`src/shared/bph_pkg.sv`:
```
// Purpose: constants and carriers for the port configuration header head
// Assumes: one clock, synchronous active-high reset
// Notes: dword offsets are byte addresses of aligned words
package bph_pkg;
  // register byte offsets
  localparam logic [7:0] OFF_IDENTITY = 8'h00;
  localparam logic [7:0] OFF_CMD_STAT = 8'h04;
  localparam logic [7:0] OFF_CLASS_REV = 8'h08;
  // identity defaults, arbitrary neutral values
  localparam logic [15:0] MAKER_ID_DEF = 16'h1234;
  localparam logic [15:0] PART_ID_DEF = 16'h5678;
  localparam logic [7:0] REVISION_DEF = 8'h01;
  // class code: bridge, pci-to-pci, interface zero
  localparam logic [7:0] BASE_CLASS_DEF = 8'h06;
  localparam logic [7:0] SUB_CLASS_DEF = 8'h04;
  localparam logic [7:0] PROG_IF_DEF = 8'h00;
  // command bit positions
  localparam int CMD_IO_EN = 0;
  localparam int CMD_MEM_EN = 1;
  localparam int CMD_FWD_EN = 2;
  localparam int CMD_PAR_RESP = 6;
  localparam int CMD_SYSERR_EN = 8;
  localparam int CMD_INT_DIS = 10;
  // status bit positions within the full dword
  localparam int ST_INT_PEND = 19;
  localparam int ST_CAP_LIST = 20;
  localparam int ST_MASTER_PAR = 24;
  localparam int ST_TGT_ABORT = 27;
  localparam int ST_SYS_ERR = 30;
  localparam int ST_PAR_DET = 31;
  // writable command bits and write-one-to-clear status bits
  localparam logic [31:0] CMD_RW_MASK = 32'h0000_0547;
  localparam logic [31:0] ST_W1C_MASK = 32'hC900_0000;
  localparam logic [31:0] WORD_ZERO = 32'h0000_0000;

  // configuration request from upstream
  typedef struct packed {
    logic rd;
    logic wr;
    logic [7:0] addr;
    logic [3:0] be;
    logic [31:0] wdata;
  } bph_cfg_req_s;

  // initialization load of read-only defaults and of the command and sticky status bits
  typedef struct packed {
    logic maker_we;
    logic part_we;
    logic rev_we;
    logic class_we;
    logic cmd_we;
    logic [31:0] data;
  } bph_init_s;

  // events reported by the forwarding logic
  typedef struct packed {
    logic poison_wr_fwd_up;
    logic poison_cpl_prim;
    logic poison_rx_prim;
    logic long_reg_access;
    logic absent_port_access;
    logic acs_violation;
    logic err_msg_up;
  } bph_event_s;
endpackage : bph_pkg

```
`src/core/bph_status_bit.sv`:
```
// Purpose: one sticky status bit, hardware set and write-one clear
// Assumes: set and clear are single-cycle qualified pulses
// Notes: a set in the clear cycle wins so no event is lost
module bph_status_bit (
  // clock and reset
  input wire logic ref_clk_i,
  input wire logic reset_i,
  // events
  input wire logic set_i,
  input wire logic clear_i,
  input wire logic load_i,
  input wire logic load_val_i,
  // state
  output logic bit_o
);
  logic bit_q;
  logic bit_d;

  // set beats clear; initialization load sits between
  always_comb begin
    bit_d = bit_q;
    if (load_i) begin
      bit_d = load_val_i;
    end else if (clear_i) begin
      bit_d = 1'b0;
    end
    if (set_i) begin
      bit_d = 1'b1;
    end
  end

  always_ff @(posedge ref_clk_i) begin
    if (reset_i) begin
      bit_q <= 1'b0;
    end else begin
      bit_q <= bit_d;
    end
  end

  assign bit_o = bit_q;
endmodule : bph_status_bit

```
`src/core/bph_header_head.sv`:
```
// Purpose: first three dwords of the bridge header for one switch port
// Assumes: config requests synchronous to ref_clk_i, one per cycle at most
// Notes: read data answers one cycle after the read strobe
// Overview of operation
// - read-only maker and part identity fields
// - command bit 0 gates I/O decode
// - command bit 1 gates memory decode
// - bit 2 clear: secondary requests unsupported
// - forwarding enable ignores messages and completions
// - reserved command and status bits read zero
// - bit 24 set on upstream-forwarded write or primary completion poison if bit 6
// - bit 8 enables error reporting and forwarding
// - bit 10 suppresses INTx and interrupt pins
// - bit 19 shows pending or asserted interrupt
// - bit 20 reads one, capability list
// - upstream: long register access sets bit 27
// - upstream: absent port access sets bit 27
// - downstream ACS violation sets bit 27
// - bit 30 set on upstream error message if bit 8
// - bit 31 set on received primary poison only
// - native error status mirrors legacy bits
// - status bits 24,27,30,31 write-one clear
// - class code reads pci-to-pci bridge
// - revision field loadable by initialization only
// - no subtractive decode on upstream side
module bph_header_head #(
  parameter bit IS_UPSTREAM = 1'b1
) (
  // clock and reset
  input wire logic ref_clk_i,
  input wire logic reset_i,
  // configuration access from upstream
  input wire bph_pkg::bph_cfg_req_s cfg_req_i,
  output logic [31:0] cfg_rdata_o,
  output logic cfg_rvalid_o,
  // initialization loader
  input wire bph_pkg::bph_init_s init_i,
  // error and poison events from the datapath
  input wire bph_pkg::bph_event_s event_i,
  // interrupt sources
  input wire logic intx_request_i,
  input wire logic intx_pending_i,
  input wire logic vs_pin_enable_i,
  // bridge control system-error enable
  input wire logic bridge_syserr_en_i,
  // request classification for decode gating
  input wire logic prim_io_req_i,
  input wire logic prim_mem_req_i,
  input wire logic sec_req_i,
  input wire logic sec_req_np_i,
  input wire logic sec_msi_i,
  input wire logic sec_msg_or_cpl_i,
  input wire logic down_err_msg_i,
  // decode and forwarding outcomes
  output logic prim_io_claim_o,
  output logic prim_mem_claim_o,
  output logic sec_fwd_up_o,
  output logic sec_ur_cpl_o,
  output logic sec_drop_o,
  output logic err_msg_fwd_o,
  output logic own_err_report_en_o,
  // interrupt outputs
  output logic intx_msg_o,
  output logic legacy_interrupt_out_n_o,
  output logic virtual_switch_interrupt_out_n_o,
  // native mirrors
  output logic poison_status_o,
  output logic cpl_abort_status_o,
  output logic dev_err_detected_o
);
  logic [15:0] maker_id_q;
  logic [15:0] part_id_q;
  logic [7:0] revision_q;
  logic [23:0] class_q;
  logic [31:0] cmd_q;
  logic [31:0] rdata_q;
  logic rvalid_q;
  logic st_master_par;
  logic st_tgt_abort;
  logic st_sys_err;
  logic st_par_det;
  logic wr_cmd;
  logic [31:0] wmask;
  logic [31:0] status_w;
  logic int_pend;
  logic [3:0] st_set;
  logic [3:0] st_clr;
  logic [3:0] st_q;
  logic [3:0] st_ld_val;
  logic pin_q;
  logic vs_pin_q;

  // byte-enable expansion, used for the command config write path only
  function automatic logic [31:0] be_mask(input logic [3:0] be);
    be_mask = {{8{be[3]}}, {8{be[2]}}, {8{be[1]}}, {8{be[0]}}};
  endfunction : be_mask

  assign wmask = be_mask(cfg_req_i.be);
  assign wr_cmd = cfg_req_i.wr && (cfg_req_i.addr == bph_pkg::OFF_CMD_STAT);

  // identity and class load only from initialization, never config writes
  always_ff @(posedge ref_clk_i) begin
    if (reset_i) begin
      maker_id_q <= bph_pkg::MAKER_ID_DEF;
      part_id_q <= bph_pkg::PART_ID_DEF;
      revision_q <= bph_pkg::REVISION_DEF;
      class_q <= {bph_pkg::BASE_CLASS_DEF, bph_pkg::SUB_CLASS_DEF,
                  bph_pkg::PROG_IF_DEF};
    end else begin
      if (init_i.maker_we) begin
        maker_id_q <= init_i.data[15:0];
      end
      if (init_i.part_we) begin
        part_id_q <= init_i.data[31:16];
      end
      if (init_i.rev_we) begin
        revision_q <= init_i.data[7:0];
      end
      if (init_i.class_we) begin
        class_q <= init_i.data[31:8];
      end
    end
  end

  // command word: only implemented bits take writes
  always_ff @(posedge ref_clk_i) begin
    if (reset_i) begin
      cmd_q <= bph_pkg::WORD_ZERO;
    end else if (init_i.cmd_we) begin
      cmd_q <= init_i.data & bph_pkg::CMD_RW_MASK;
    end else if (wr_cmd) begin
      cmd_q <= (cmd_q & ~(wmask & bph_pkg::CMD_RW_MASK)) |
               (cfg_req_i.wdata & wmask & bph_pkg::CMD_RW_MASK);
    end
  end

  // event qualification for the four sticky status bits
  always_comb begin
    st_set[0] = cmd_q[bph_pkg::CMD_PAR_RESP] &&
                (event_i.poison_wr_fwd_up || event_i.poison_cpl_prim);
    st_set[1] = (IS_UPSTREAM && (event_i.long_reg_access ||
                 event_i.absent_port_access)) ||
                (!IS_UPSTREAM && event_i.acs_violation);
    st_set[2] = cmd_q[bph_pkg::CMD_SYSERR_EN] && event_i.err_msg_up;
    st_set[3] = event_i.poison_rx_prim;
  end

  assign st_clr[0] = wr_cmd && cfg_req_i.wdata[bph_pkg::ST_MASTER_PAR] && cfg_req_i.be[3];
  assign st_clr[1] = wr_cmd && cfg_req_i.wdata[bph_pkg::ST_TGT_ABORT] && cfg_req_i.be[3];
  assign st_clr[2] = wr_cmd && cfg_req_i.wdata[bph_pkg::ST_SYS_ERR] && cfg_req_i.be[3];
  assign st_clr[3] = wr_cmd && cfg_req_i.wdata[bph_pkg::ST_PAR_DET] && cfg_req_i.be[3];
  assign st_ld_val = {init_i.data[bph_pkg::ST_PAR_DET], init_i.data[bph_pkg::ST_SYS_ERR],
                      init_i.data[bph_pkg::ST_TGT_ABORT], init_i.data[bph_pkg::ST_MASTER_PAR]};

  // one sticky cell per write-one-clear status bit
  generate
    for (genvar i = 0; i < 4; i++) begin : g_status
      bph_status_bit u_bit (
        .ref_clk_i(ref_clk_i),
        .reset_i(reset_i),
        .set_i(st_set[i]),
        .clear_i(st_clr[i]),
        .load_i(init_i.cmd_we),
        .load_val_i(st_ld_val[i]),
        .bit_o(st_q[i])
      );
    end
  endgenerate

  assign st_master_par = st_q[0];
  assign st_tgt_abort = st_q[1];
  assign st_sys_err = st_q[2];
  assign st_par_det = st_q[3];

  // interrupt pending: internal message or enabled pin asserted
  assign int_pend = intx_pending_i || !pin_q ||
                    (vs_pin_enable_i && !vs_pin_q);

  // assembled status half; everything else reads zero
  always_comb begin
    status_w = bph_pkg::WORD_ZERO;
    status_w[bph_pkg::ST_INT_PEND] = int_pend;
    status_w[bph_pkg::ST_CAP_LIST] = 1'b1;
    status_w[bph_pkg::ST_MASTER_PAR] = st_master_par;
    status_w[bph_pkg::ST_TGT_ABORT] = st_tgt_abort;
    status_w[bph_pkg::ST_SYS_ERR] = st_sys_err;
    status_w[bph_pkg::ST_PAR_DET] = st_par_det;
  end

  // read path, registered; unmapped offsets return zero
  always_ff @(posedge ref_clk_i) begin
    if (reset_i) begin
      rdata_q <= bph_pkg::WORD_ZERO;
      rvalid_q <= 1'b0;
    end else begin
      rvalid_q <= cfg_req_i.rd;
      if (cfg_req_i.rd) begin
        case (cfg_req_i.addr)
          bph_pkg::OFF_IDENTITY: rdata_q <= {part_id_q, maker_id_q};
          bph_pkg::OFF_CMD_STAT: rdata_q <= status_w | cmd_q;
          bph_pkg::OFF_CLASS_REV: rdata_q <= {class_q, revision_q};
          default: rdata_q <= bph_pkg::WORD_ZERO;
        endcase
      end
    end
  end

  // decode gating: positive decode only, no subtractive claim
  always_ff @(posedge ref_clk_i) begin
    if (reset_i) begin
      prim_io_claim_o <= 1'b0;
      prim_mem_claim_o <= 1'b0;
      sec_fwd_up_o <= 1'b0;
      sec_ur_cpl_o <= 1'b0;
      sec_drop_o <= 1'b0;
    end else begin
      prim_io_claim_o <= prim_io_req_i && cmd_q[bph_pkg::CMD_IO_EN];
      prim_mem_claim_o <= prim_mem_req_i && cmd_q[bph_pkg::CMD_MEM_EN];
      // messages and completions pass whatever the enable says; msi is a posted write
      sec_fwd_up_o <= sec_msg_or_cpl_i ||
                      ((sec_req_i || sec_msi_i) && cmd_q[bph_pkg::CMD_FWD_EN]);
      sec_ur_cpl_o <= !sec_msg_or_cpl_i && sec_req_i && sec_req_np_i && !sec_msi_i &&
                      !cmd_q[bph_pkg::CMD_FWD_EN];
      sec_drop_o <= !sec_msg_or_cpl_i && (sec_msi_i || (sec_req_i && !sec_req_np_i)) &&
                    !cmd_q[bph_pkg::CMD_FWD_EN];
    end
  end

  // error reporting enables and native mirrors
  always_ff @(posedge ref_clk_i) begin
    if (reset_i) begin
      err_msg_fwd_o <= 1'b0;
      own_err_report_en_o <= 1'b0;
      poison_status_o <= 1'b0;
      cpl_abort_status_o <= 1'b0;
      dev_err_detected_o <= 1'b0;
    end else begin
      err_msg_fwd_o <= down_err_msg_i && cmd_q[bph_pkg::CMD_SYSERR_EN] &&
                       bridge_syserr_en_i;
      own_err_report_en_o <= cmd_q[bph_pkg::CMD_SYSERR_EN];
      // mirrors follow the legacy bits with one cycle of lag
      poison_status_o <= st_d_or(st_master_par, st_par_det);
      cpl_abort_status_o <= st_tgt_abort;
      dev_err_detected_o <= st_sys_err;
    end
  end

  function automatic logic st_d_or(input logic a, input logic b);
    st_d_or = a | b;
  endfunction : st_d_or

  // interrupt generation, suppressed by interrupt disable
  always_ff @(posedge ref_clk_i) begin
    if (reset_i) begin
      intx_msg_o <= 1'b0;
      pin_q <= 1'b1;
      vs_pin_q <= 1'b1;
    end else begin
      intx_msg_o <= intx_request_i && !cmd_q[bph_pkg::CMD_INT_DIS];
      pin_q <= !(intx_request_i && !cmd_q[bph_pkg::CMD_INT_DIS]);
      vs_pin_q <= !(intx_request_i && vs_pin_enable_i &&
                    !cmd_q[bph_pkg::CMD_INT_DIS]);
    end
  end

  assign cfg_rdata_o = rdata_q;
  assign cfg_rvalid_o = rvalid_q;
  assign legacy_interrupt_out_n_o = pin_q;
  assign virtual_switch_interrupt_out_n_o = vs_pin_q;
endmodule : bph_header_head

```
`config.mk`:
```
export PLATFORM = sky130hd
export DESIGN_NAME = bph_header_head
export DESIGN_NICKNAME = d
export VERILOG_FILES = /design/src/shared/bph_pkg.sv /design/src/core/bph_status_bit.sv /design/src/core/bph_header_head.sv
export SDC_FILE = /design/constraint.sdc
export NUM_CORES = 1
export LEC_CHECK = 0
export BUFFER_PORTS_ARGS = -buffer_cell sky130_fd_sc_hd__buf_2
export CAP_MARGIN = 20
export CORE_MARGIN = 10
export CORE_UTILIZATION = 35
export DETAILED_ROUTE_END_ITERATION = 8
export PLACE_DENSITY = 0.69
export SLEW_MARGIN = 20
export SYNTH_ARGS = -nofsm -noshare
export SYNTH_HDL_FRONTEND = slang
export SYNTH_SLANG_ARGS = --single-unit
```
`constraint.sdc`:
```
create_clock -name ref_clk_i -period 2.3 [get_ports ref_clk_i]
set_input_delay 0.46 -clock ref_clk_i [delete_from_list [all_inputs] [get_ports ref_clk_i]]
set_output_delay 0.46 -clock ref_clk_i [all_outputs]
set_load 0.02 [all_outputs]
```
==> results of run 1 <==
==> how the worst max path moves through the flow <==
stage / startpoint / end / slack, ns / cells past startpoint
after detailed placement: cfg_req_i[41] / cfg_rdata_o[27]$_SDFFE_PP0P_ / 0.16 / 5
final: cfg_req_i[41] / cfg_rdata_o[30]$_SDFFE_PP0P_ / 0.60 / 5
after CTS: cfg_req_i[41] / cfg_rdata_o[27]$_SDFFE_PP0P_ / 0.60 / 5
after global placement: cfg_req_i[41] / cfg_rdata_o[30]$_SDFFE_PP0P_ / 0.19 / 5
after floorplan: cfg_req_i[41] / register / 0.52 / 4
after global routing: cfg_req_i[41] / cfg_rdata_o[10]$_SDFFE_PP0P_ / 0.48 / 5
==> through the flow <==
stage / std cells / util, % / total power [uW] / hold slack [ns]
finish: 805 / 45.3 / 5270 / 0.241
global route: 805 / 45.3 / 5470 / 0.236
CTS: 805 / 45.3 / 5330 / 0.220
detailed placement: 774 / 41.1 / 2730 / 0.458
global placement: 774 / 41.1 / 2710 / 0.453
floorplan: 502 / - / 2550 / 0.444
==> cells by family after synthesis <==
group / Yosys count / synth area share (%)
DFF: 120 / 48.9
and+or+nand+nor: 171 / 17.9
buffers and inverters: 43 / 3.64
muxes: 82 / 17.6
AOI/OAI and AO/OA: 86 / 12.0
==> area by class of cell <==
type                    instances  area [sq um]  share of cell area, %
clock buffers                  23           488                   7.79
clock inverters                 8          95.1                   1.52
inverters                       5          18.8                  0.300
multi-input cells             339          2340                   37.4
flip-flops and latches        120          2400                   38.3
well taps                     180           225                   3.59
repair buffers                130           693                   11.1
==> worst max-delay path, cell delays in order <==
cell    delay (ns)
buf_2         0.10
or4_4         0.57
nor3_4        0.28
and3_1        0.46
a22o_1        0.19
==> registers in the layout (all words and copies together) (netlist names), named ones only <==
register,flops
cfg_rdata_o,32
class_q,24
maker_id_q,16
part_id_q,16
revision_q,8
g_status.u_bit.bit_o,4
cfg_rvalid_o,1
cpl_abort_status_o,1
dev_err_detected_o,1
err_msg_fwd_o,1
intx_msg_o,1
legacy_interrupt_out_n_o,1
own_err_report_en_o,1
poison_status_o,1
prim_io_claim_o,1
prim_mem_claim_o,1
sec_drop_o,1
sec_fwd_up_o,1
sec_ur_cpl_o,1
virtual_switch_interrupt_out_n_o,1
==> routing by layer <==
metal / up-vias / routed length, um / share of wire (%)
met5: - / 0 / 0
met4: 0 / 239 / 1.8
met3: 17 / 895 / 6.7
met2: 114 / 6270 / 47
met1: 1913 / 5990 / 45
li1: 1963 / - / -
==> synthesized netlist by cell type, types with 11 or more instances <==
cell / instances
mux2_2: 20
nor2b_1: 30
o21ai_0: 13
a211o_1: 17
nor2_1: 56
nand3_1: 20
nand2b_1: 26
clkbuf_1: 22
a22o_1: 11
dfxtp_1: 120
nand2_1: 20
mux2i_1: 58
a21oi_1: 30
==> where the power goes <==
| group | total, uW | switching, uW | internal (uW) | leakage [uW] |
|---|---|---|---|---|
| combinational | 465 | 250 | 215 | 0.00152 |
| clock | 2590 | 898 | 1690 | 0.000285 |
| sequential | 2220 | 44.2 | 2170 | 0.000986 |
==> impl_metrics.csv, run 1 <==
group,metric,value,unit
critical_path,reg2reg_from,"virtual_switch_interrupt_out_n_o$_SDFF_PP1_",
detailed_routing,vias,4007,
grt,grt_antenna_before_repair,0,
sta,rsz0062_at_grt,"false",
detailed_routing,drt-initial-drc-count,157,
floorplan,initial_utilization,35.6,%
clock_tree,hold_buffers,0,
detailed_routing,drc,0,
floorplan,core_area,13800,sq um
cells_and_area,final.fill_count,1319,
placement,dpl-instance-area,5680,sq um
cells_and_area,diodes,0,
cells_and_area,area_delta_synth_final,27.5,%
synthesis,synth_warnings,0,
cells_and_area,layout.nets,716,
detailed_routing,routed_via_density,4.98,
cells_and_area,layout_common_cells,"123 x buf_2, 120 x dfxtp_1, 58 x mux2i_1",
synthesis,seq_area_frac_synth,48.9,%
grt,grt.met1_usage,15.8,%
floorplan,die_w,139,um
placement,gp_congestion,0.842,
min_path,hp-class,"primary input to register",
sta,fmax,0.589,GHz
sta,post-route-period-util,73.8,%
synthesis,synthDominantCellAreaShare,48.9,%
floorplan,design.die.area,19200,sq um
detailed_routing,wire_per_inst,16.6,um
clock_tree,clk_latency,0.41,ns
critical_path,worstSetupEndpointType,"register",
detailed_routing,drtAntennaViolNets,0,
synthesis,syn-num-nets,605,
clock_tree,clkTransAtPathRegs,0.05,ns
placement,dpl.hpwl,9450,um
synthesis,ys_types,36,
critical_path,crit_path_start_kind,"primary input",
synthesis,avgSynthCellArea,9.79,sq um
synthesis,yosysTopAreaCell,"dfxtp_1",
power,p_per_area,842,nW/um^2
critical_path,r2r_slack,1.20,ns
grt,grt_max_degree,48,
clock_tree,cts_tree,"built",
clock_tree,numCtsBuffers,17,
synthesis,ys_ff_latch,120,
critical_path,reg2reg_depth,4,
detailed_routing,firstDrtPassIters,4,
placement,place_ws,0.161,ns
sta,setup_tns,0,ns
sta,slew_headroom,39.5,%
cells_and_area,drive_above_1_share,29.9,%
clock_tree,cts_sinks,120,
critical_path,cp.arrival,2.05,ns
cells_and_area,final_common_cell,"buf_2",
grt,grt_util_all_layers,13.8,%
synthesis,synth_async_sr_flop_share,0,%
min_path,worstHoldStart,"vs_pin_enable_i",
floorplan,rows,43,
run_status,status,"finished clean",
sta,slew_viol_final,0,
synthesis,syn_area,4920,sq um
sta,worst_pin_slew,0.907,ns
sta,finClkSkew,0.00308,ns
power,power.leakage,0.00279,uW
sta,layout_setup_ws,0.602,ns
grt,grt.overflow.total,0,
grt,grt_pass1_vias,4241,
synthesis,yosys-top-cells-area,"dfxtp_1 49%, mux2i_1 12%, mux2_2 4.6%, nor2_1 4.3%, nor2b_1 3.8%",
critical_path,crit_type,"primary input to register",
grt,grt_pass1_wl,21500,um
clock_tree,clock-root-buffer,"clkbuf_16",
clock_tree,postCtsSetupBuffers,0,
power,ir_worst_vdd,0.000513,V
synthesis,synth_ff_type,"dfxtp_1",
synthesis,synthCells,502,
floorplan,ioPinCount,149,
sta,setup_violations,0,
detailed_routing,routed_wl,13400,um
clock_tree,h-tree-depth,4,
cells_and_area,fin_area,6270,sq um
grt,grt_busiest_layer,"met2",
critical_path,crit_path_max_fanout,11,
grt,grt.met3_usage,5.17,%
flow_run,maxCapViolCount,0,
grt,use_met2,22.4,%
clock_tree,cts_resized,0,
clock_tree,cts_buffer_depth,2,
sta,fin_crit,1.70,ns
critical_path,crit_required,2.65,ns
synthesis,synth_edf_count,0,
critical_path,reg2reg_to,"cfg_rdata_o[19]$_SDFFE_PP0P_",
min_path,min_to,"virtual_switch_interrupt_out_n_o$_SDFF_PP1_",
min_path,worst_hold_path.num_cells,2,
floorplan,die_y,139,um
placement,numPortBuffers,124,
sta,hold_viol,0,
Power figures use the tool's default switching activity.
==> run 2: changes to the inputs <==
Clock period 2.3 ns to 1.7 ns, I/O delays scaled along.
==> run 2 against run 1 <==
Effect of this change:
- sequential power rose by 35%
- clock-buffer cell count fell by 4
- register-to-register slack got worse by 0.56 ns
- flip-flop and latch count did not move
- die area did not move
- global-route usage fell by 0.085 points
- via count rose by 0.75%
- final cell count rose by 0.99%
- combinational power rose by 38%
- sequential share of layout area fell by 0.69 points
- critical path depth did not move
==> impl_metrics.csv, run 2 (synthesis gave the netlist of run 1 again) <==
group,metric,value,unit
cells_and_area,diodes,0,
placement,dpl.hpwl,9370,um
detailed_routing,routed_via_density,4.97,
floorplan,die_y,139,um
cells_and_area,layout.nets,723,
cells_and_area,layout_common_cells,"123 x buf_2, 120 x dfxtp_1, 58 x mux2i_1",
placement,numPortBuffers,124,
grt,grt_busiest_layer,"met2",
critical_path,worstSetupEndpointType,"register",
sta,setup_tns,0,ns
floorplan,initial_utilization,35.6,%
cells_and_area,final.fill_count,1302,
clock_tree,cts_resized,0,
detailed_routing,wire_per_inst,16.3,um
clock_tree,cts_sinks,120,
cells_and_area,final_common_cell,"buf_2",
run_status,status,"finished clean",
grt,grt_max_degree,69,
min_path,worstHoldStart,"vs_pin_enable_i",
power,p_comb_share,8.7,%
detailed_routing,firstDrtPassIters,4,
sta,fin_crit,1.48,ns
sta,hold_viol,0,
min_path,min_to,"virtual_switch_interrupt_out_n_o$_SDFF_PP1_",
critical_path,crit_path_start_kind,"primary input",
critical_path,reg2reg_from,"virtual_switch_interrupt_out_n_o$_SDFF_PP1_",
sta,post-route-period-util,87.0,%
placement,place_ws,-0.197,ns
detailed_routing,vias,4037,
clock_tree,h-tree-depth,4,
critical_path,crit_required,2.01,ns
sta,finClkSkew,0.00625,ns
power,p_clk_share,50.7,%
clock_tree,clock-root-buffer,"clkbuf_16",
critical_path,reg2reg_to,"cfg_rdata_o[19]$_SDFFE_PP0P_",
sta,slew_viol_final,0,
cells_and_area,area_delta_synth_final,29.8,%
floorplan,core_area,13800,sq um
placement,gp_congestion,0.835,
detailed_routing,drt-initial-drc-count,200,
critical_path,crit_type,"primary input to register",
grt,grt_pass1_vias,4101,
sta,slew_headroom,41.6,%
power,ir_worst_vdd,0.000683,V
critical_path,crit_path_max_fanout,4,
clock_tree,numCtsBuffers,17,
sta,rsz0062_at_grt,"false",
clock_tree,cts_buffer_depth,2,
detailed_routing,drtAntennaViolNets,0,
flow_run,maxCapViolCount,0,
critical_path,r2r_slack,0.64,ns
detailed_routing,drc,0,
min_path,hp-class,"primary input to register",
critical_path,cp.arrival,1.79,ns
detailed_routing,routed_wl,13300,um
grt,grt.overflow.total,0,
power,p_seq_share,40.6,%
grt,use_met2,21.8,%
power,power.leakage,0.00286,uW
power,p_sw_share,22.6,%
grt,grt.met3_usage,5.31,%
grt,grt.met1_usage,15.9,%
floorplan,ioPinCount,149,
cells_and_area,drive_above_1_share,31.0,%
cells_and_area,post-route-util,46.1,%
grt,grt_antenna_before_repair,0,
clock_tree,postCtsSetupBuffers,0,
placement,dp.cells,781,
critical_path,reg2reg_depth,4,
sta,worst_pin_slew,0.874,ns
floorplan,rows,43,
min_path,worst_hold_path.num_cells,2,
power,p_per_area,1160,nW/um^2
grt,grt_pass1_wl,21300,um
power,internal-power,5720,uW
cells_and_area,fin_cells,813,
clock_tree,cts_tree,"built",
sta,layout_setup_ws,0.221,ns
power,power.switching,1670,uW
sta,fmax,0.676,GHz
sta,setup_violations,0,
floorplan,design.die.area,19200,sq um
clock_tree,hold_buffers,0,
cells_and_area,largest_reg_flops,32,
clock_tree,clkTransAtPathRegs,0.06,ns
floorplan,die_w,139,um
clock_tree,clk_latency,0.42,ns
grt,grt_util_all_layers,13.7,%
==> run 2: cell count changes in the layout (fill, tap and decap cells not counted) <==
cell and change:
bufinv_16 +2, buf_4 +5, clkbuf_1 -1, clkinv_4 +2, clkinv_2 +1, buf_12 +2, clkbuf_8 -3
==> run 2: worst max-delay path by stage <==
| stage | depth (start not counted) | startpoint | slack [ns] | end |
|---|---|---|---|---|
| after floorplan | 4 | cfg_req_i[41] | 0.04 | register |
| after global placement | 5 | cfg_req_i[41] | -0.19 | register |
| after detailed placement | 5 | cfg_req_i[41] | -0.20 | register |
| after CTS | 5 | cfg_req_i[41] | 0.24 | register |
| after global routing | 5 | cfg_req_i[39] | 0.17 | cfg_rdata_o[24]$_SDFFE_PP0P_ |
| final | 5 | cfg_req_i[41] | 0.22 | register |
==> run 2: power by group through the flow <==
stage	Clock, uW	Combinational, uW	Sequential [uW]
after floorplan	0	392	3060
after global placement	0	625	3050
after detailed placement	0	643	3060
after CTS	3820	648	3000
after global routing	3930	706	3020
final	3740	642	3000
==> run 2: layer usage <==
| metal | wire length (um) | up-vias |
|---|---|---|
| met1 | 5870 | 1898 |
| met2 | 6150 | 139 |
| met5 | 0 | - |
| li1 | - | 1977 |
| met3 | 992 | 23 |
| met4 | 259 | 0 |
==> run 2: critical path, stage by stage <==
cell,delay [ns]
buf_2,0.11
or4_4,0.57
nor3_4,0.26
a31oi_4,0.19
mux2_4,0.33
==> run 2: area by class of cell <==
| class | count | area (sq um) | share of cell area (%) |
|---|---|---|---|
| Sequential cell | 120 | 2400 | 37.6 |
| Multi-Input combinational cell | 339 | 2340 | 36.7 |
| Timing Repair Buffer | 137 | 771 | 12.1 |
| Clock buffer | 19 | 443 | 6.94 |
| Tap cell | 180 | 225 | 3.53 |
| Clock inverter | 13 | 178 | 2.78 |
| Inverter | 5 | 18.8 | 0.294 |
==> run 2: stage by stage <==
| stage | hold WS, ns | area (sq um) | power [uW] |
|---|---|---|---|
| after global placement | 0.452 | 5760 | 3680 |
| final | 0.0853 | 6380 | 7390 |
| after floorplan | 0.402 | 4920 | 3450 |
| after global routing | 0.0750 | 6380 | 7650 |
| after CTS | 0.0681 | 6380 | 7470 |
| after detailed placement | 0.456 | 5760 | 3700 |
==> run 3: changes to the inputs <==
Settings changed: SYNTH_HIERARCHICAL from default to 1.
==> run 3 against run 2 <==
Effect of this change:
- non-clock buffer count is 1 higher
- clock-buffer cell count is 4 higher
- final cell count is 0.49% higher
- setup slack worse by 0.13 ns
- synthesized area is 0.99% higher
- largest power group unchanged
- register-to-register slack worse by 0.13 ns
- utilization is 0.080 points lower
- design area is 0.22% higher
- clock power is 7.5% lower
- fmax is 8.3% lower
- clock skew hardly changed
- wire length is 2.1% higher
==> impl_metrics.csv, run 3 <==
group,metric,value,unit
sta,post-route-period-util,94.8,%
synthesis,synth_compound_area_share,11.5,%
synthesis,seq_area_frac_synth,48.4,%
critical_path,crit_type,"primary input to register",
sta,worst_pin_slew,0.587,ns
clock_tree,cts_resized,0,
critical_path,reg2reg_from,"legacy_interrupt_out_n_o$_SDFF_PP1_",
critical_path,path_cells,"buf_2 > or4_4 > nor3_4 > and4_1 > and2_1 > or3b_1 > a21oi_1",
clock_tree,cts_sinks,120,
power,power.switching,1600,uW
placement,dpl.hpwl,9640,um
run_status,status,"finished clean",
min_path,hp-class,"primary input to register",
critical_path,critPathBufInv,1,
synthesis,synthCells,505,
critical_path,reg2reg_to,"cfg_rdata_o[19]$_SDFFE_PP0P_",
critical_path,crit_path_end,"g_status[1].u_bit/bit_o$_SDFFE_PP0P_",
sta,fin_crit,1.61,ns
clock_tree,cts_tree,"built",
sta,slew_viol_final,0,
sta,hold_ws,0.0919,ns
synthesis,synthTopCellsByCount,"120 x dfxtp_1, 58 x mux2i_1, 58 x nor2_1",
detailed_routing,vias,4009,
cells_and_area,multi_input_area,2390,sq um
detailed_routing,wire_per_inst,16.6,um
floorplan,die_y,139,um
grt,grt_max_degree,69,
detailed_routing,firstDrtPassIters,4,
synthesis,yosys.area_share.adder,0,%
clock_tree,numCtsBuffers,17,
synthesis,yosysTopAreaCell,"dfxtp_1",
critical_path,cpLargestDelayFamily,"simple AND/OR/NAND/NOR gates",
synthesis,synth_edf_count,0,
power,p_sw_share,22.5,%
grt,grt_antenna_before_repair,0,
cells_and_area,post-route-util,46.1,%
synthesis,synth_ff_type,"dfxtp_1",
power,internal-power,5500,uW
floorplan,rows,43,
grt,grt.overflow.total,0,
floorplan,initial_utilization,35.8,%
critical_path,crit_start,"cfg_req_i[37]",
floorplan,ioPinCount,149,
cells_and_area,register_area,2400,sq um
floorplan,core_area,13900,sq um
synthesis,synth_async_sr_flop_share,0,%
detailed_routing,drtAntennaViolNets,0,
synthesis,synth.most_common_cell,"dfxtp_1",
flow_run,maxCapViolCount,0,
cells_and_area,final_common_cell,"buf_2",
critical_path,cp.arrival,1.88,ns
critical_path,crit_cells,7,
grt,grt_util_all_layers,13.9,%
critical_path,reg2reg_depth,4,
power,p_clk_share,48.7,%
critical_path,r2r_slack,0.51,ns
clock_tree,postCtsSetupBuffers,0,
power,ir_worst_vdd,0.000684,V
sta,rsz0062_at_grt,"false",
grt,grt_pass1_wl,21900,um
clock_tree,h-tree-depth,4,
sta,hold_viol,0,
clock_tree,clock-root-buffer,"clkbuf_16",
sta,slew_headroom,60.9,%
synthesis,synth_xor_area_share,0,%
critical_path,slowest_delay,0.58,ns
cells_and_area,final.fill_count,1343,
cells_and_area,drive_above_1_share,31.3,%
critical_path,crit_path_max_fanout,4,
power,p_comb_share,9.0,%
power,power.leakage,0.00282,uW
critical_path,crit_path_start_kind,"primary input",
synthesis,synth_top_family_by_area,"simple AND/OR/NAND/NOR gates",
synthesis,avgSynthCellArea,9.83,sq um
critical_path,crit_required,1.97,ns
clock_tree,clk_latency,0.41,ns
synthesis,syn_area,4960,sq um
synthesis,synth_mux_area_share,17.6,%
critical_path,worstSetupEndpointType,"register",
detailed_routing,drt-initial-drc-count,226,
detailed_routing,routed_wl,13600,um
critical_path,slowest_stage,"or4_4",
clock_tree,clkTransAtPathRegs,0.05,ns
sta,fmax,0.620,GHz
sta,finClkSkew,0.00585,ns
grt,grt_pass1_vias,4305,
sta,setup_violations,0,
synthesis,syn-num-nets,608,
placement,gp_congestion,0.780,
placement,numPortBuffers,124,
synthesis,ys_types,34,
detailed_routing,routed_via_density,4.91,
floorplan,die_w,139,um
cells_and_area,layout_common_cells,"123 x buf_2, 120 x dfxtp_1, 58 x mux2i_1, 58 x nor2_1, 41 x a21oi_1",
synthesis,synthDominantCellAreaShare,48.4,%
synthesis,synth_warnings,6,
detailed_routing,drc,0,
power,p_per_area,1110,nW/um^2
cells_and_area,layout.nets,726,
synthesis,yosys-top-cells-area,"dfxtp_1 48%, mux2i_1 12%, mux2_2 5.9%, nor2_1 4.4%, nand2b_1 4.2%",
clock_tree,cts_buffer_depth,2,
cells_and_area,area_delta_synth_final,28.8,%
cells_and_area,largest_reg_flops,32,
synthesis,synth-simple-area-share,18.8,%
synthesis,ys_ff_latch,120,
floorplan,design.die.area,19300,sq um
power,p_seq_share,42.3,%
clock_tree,hold_buffers,0,
sta,setup_tns,0,ns
[run 3: worst min-delay path by stage]
stage,from,endpoint,cells after the start
floorplan,vs_pin_enable_i,virtual_switch_interrupt_out_n_o$_SDFF_PP1_,1
global placement,cfg_rdata_o[4]$_SDFFE_PP0P_,cfg_rdata_o[4]$_SDFFE_PP0P_,2
detailed placement,cfg_rdata_o[17]$_SDFFE_PP0P_,cfg_rdata_o[17]$_SDFFE_PP0P_,2
CTS,vs_pin_enable_i,virtual_switch_interrupt_out_n_o$_SDFF_PP1_,2
global route,vs_pin_enable_i,virtual_switch_interrupt_out_n_o$_SDFF_PP1_,2
finish,vs_pin_enable_i,virtual_switch_interrupt_out_n_o$_SDFF_PP1_,2
[run 3: worst register-to-register path, stage by stage, from the launching register on]
cell	delay, ns
dfxtp_1	0.34
inv_1	0.05
o31a_1	0.32
o21ai_0	0.24
o22ai_1	0.10
[run 3: cell families after synthesis]
family | count (synthesis)
and+or+nand+nor | 174
AOI/OAI and AO/OA | 83
muxes | 84
buffers and inverters | 44
DFF | 120
[run 3: area by class of cell]
type | instances | area share [%]
Antenna cell | 1 | 0.0391
Clock buffer | 23 | 7.47
Clock inverter | 9 | 1.53
Inverter | 5 | 0.293
Multi-Input combinational cell | 341 | 37.4
Sequential cell | 120 | 37.6
Tap cell | 180 | 3.52
Timing Repair Buffer | 138 | 12.2
[run 3: stage by stage]
step | power (uW) | std cells | cell area [sq um] | worst slack [ns]
detailed placement | 3700 | 784 | 5820 | -0.316
CTS | 7190 | 816 | 6390 | 0.0860
floorplan | 3450 | 505 | 4970 | 0.0126
global route | 7380 | 816 | 6390 | 0.00830
finish | 7100 | 817 | 6390 | 0.0877
global placement | 3670 | 784 | 5820 | -0.256
[run 3: power groups by stage]
| stage | Combinational, uW | Clock (uW) | Sequential, uW |
|---|---|---|---|
| 6_report | 641 | 3460 | 3000 |
| 5_1_grt | 704 | 3660 | 3020 |
| 4_1_cts | 646 | 3540 | 3000 |
| 3_5_place_dp | 643 | 0 | 3060 |
| 3_3_place_gp | 619 | 0 | 3050 |
| 2_1_floorplan | 393 | 0 | 3060 |
[run 3: layer usage]
metal	share of wire (%)	GRT usage, %	up-vias
li1	-	-	1994
met5	0	0	-
met3	5.6	5.24	15
met2	49	23.3	86
met1	44	15.8	1914
met4	1.4	5.11	0
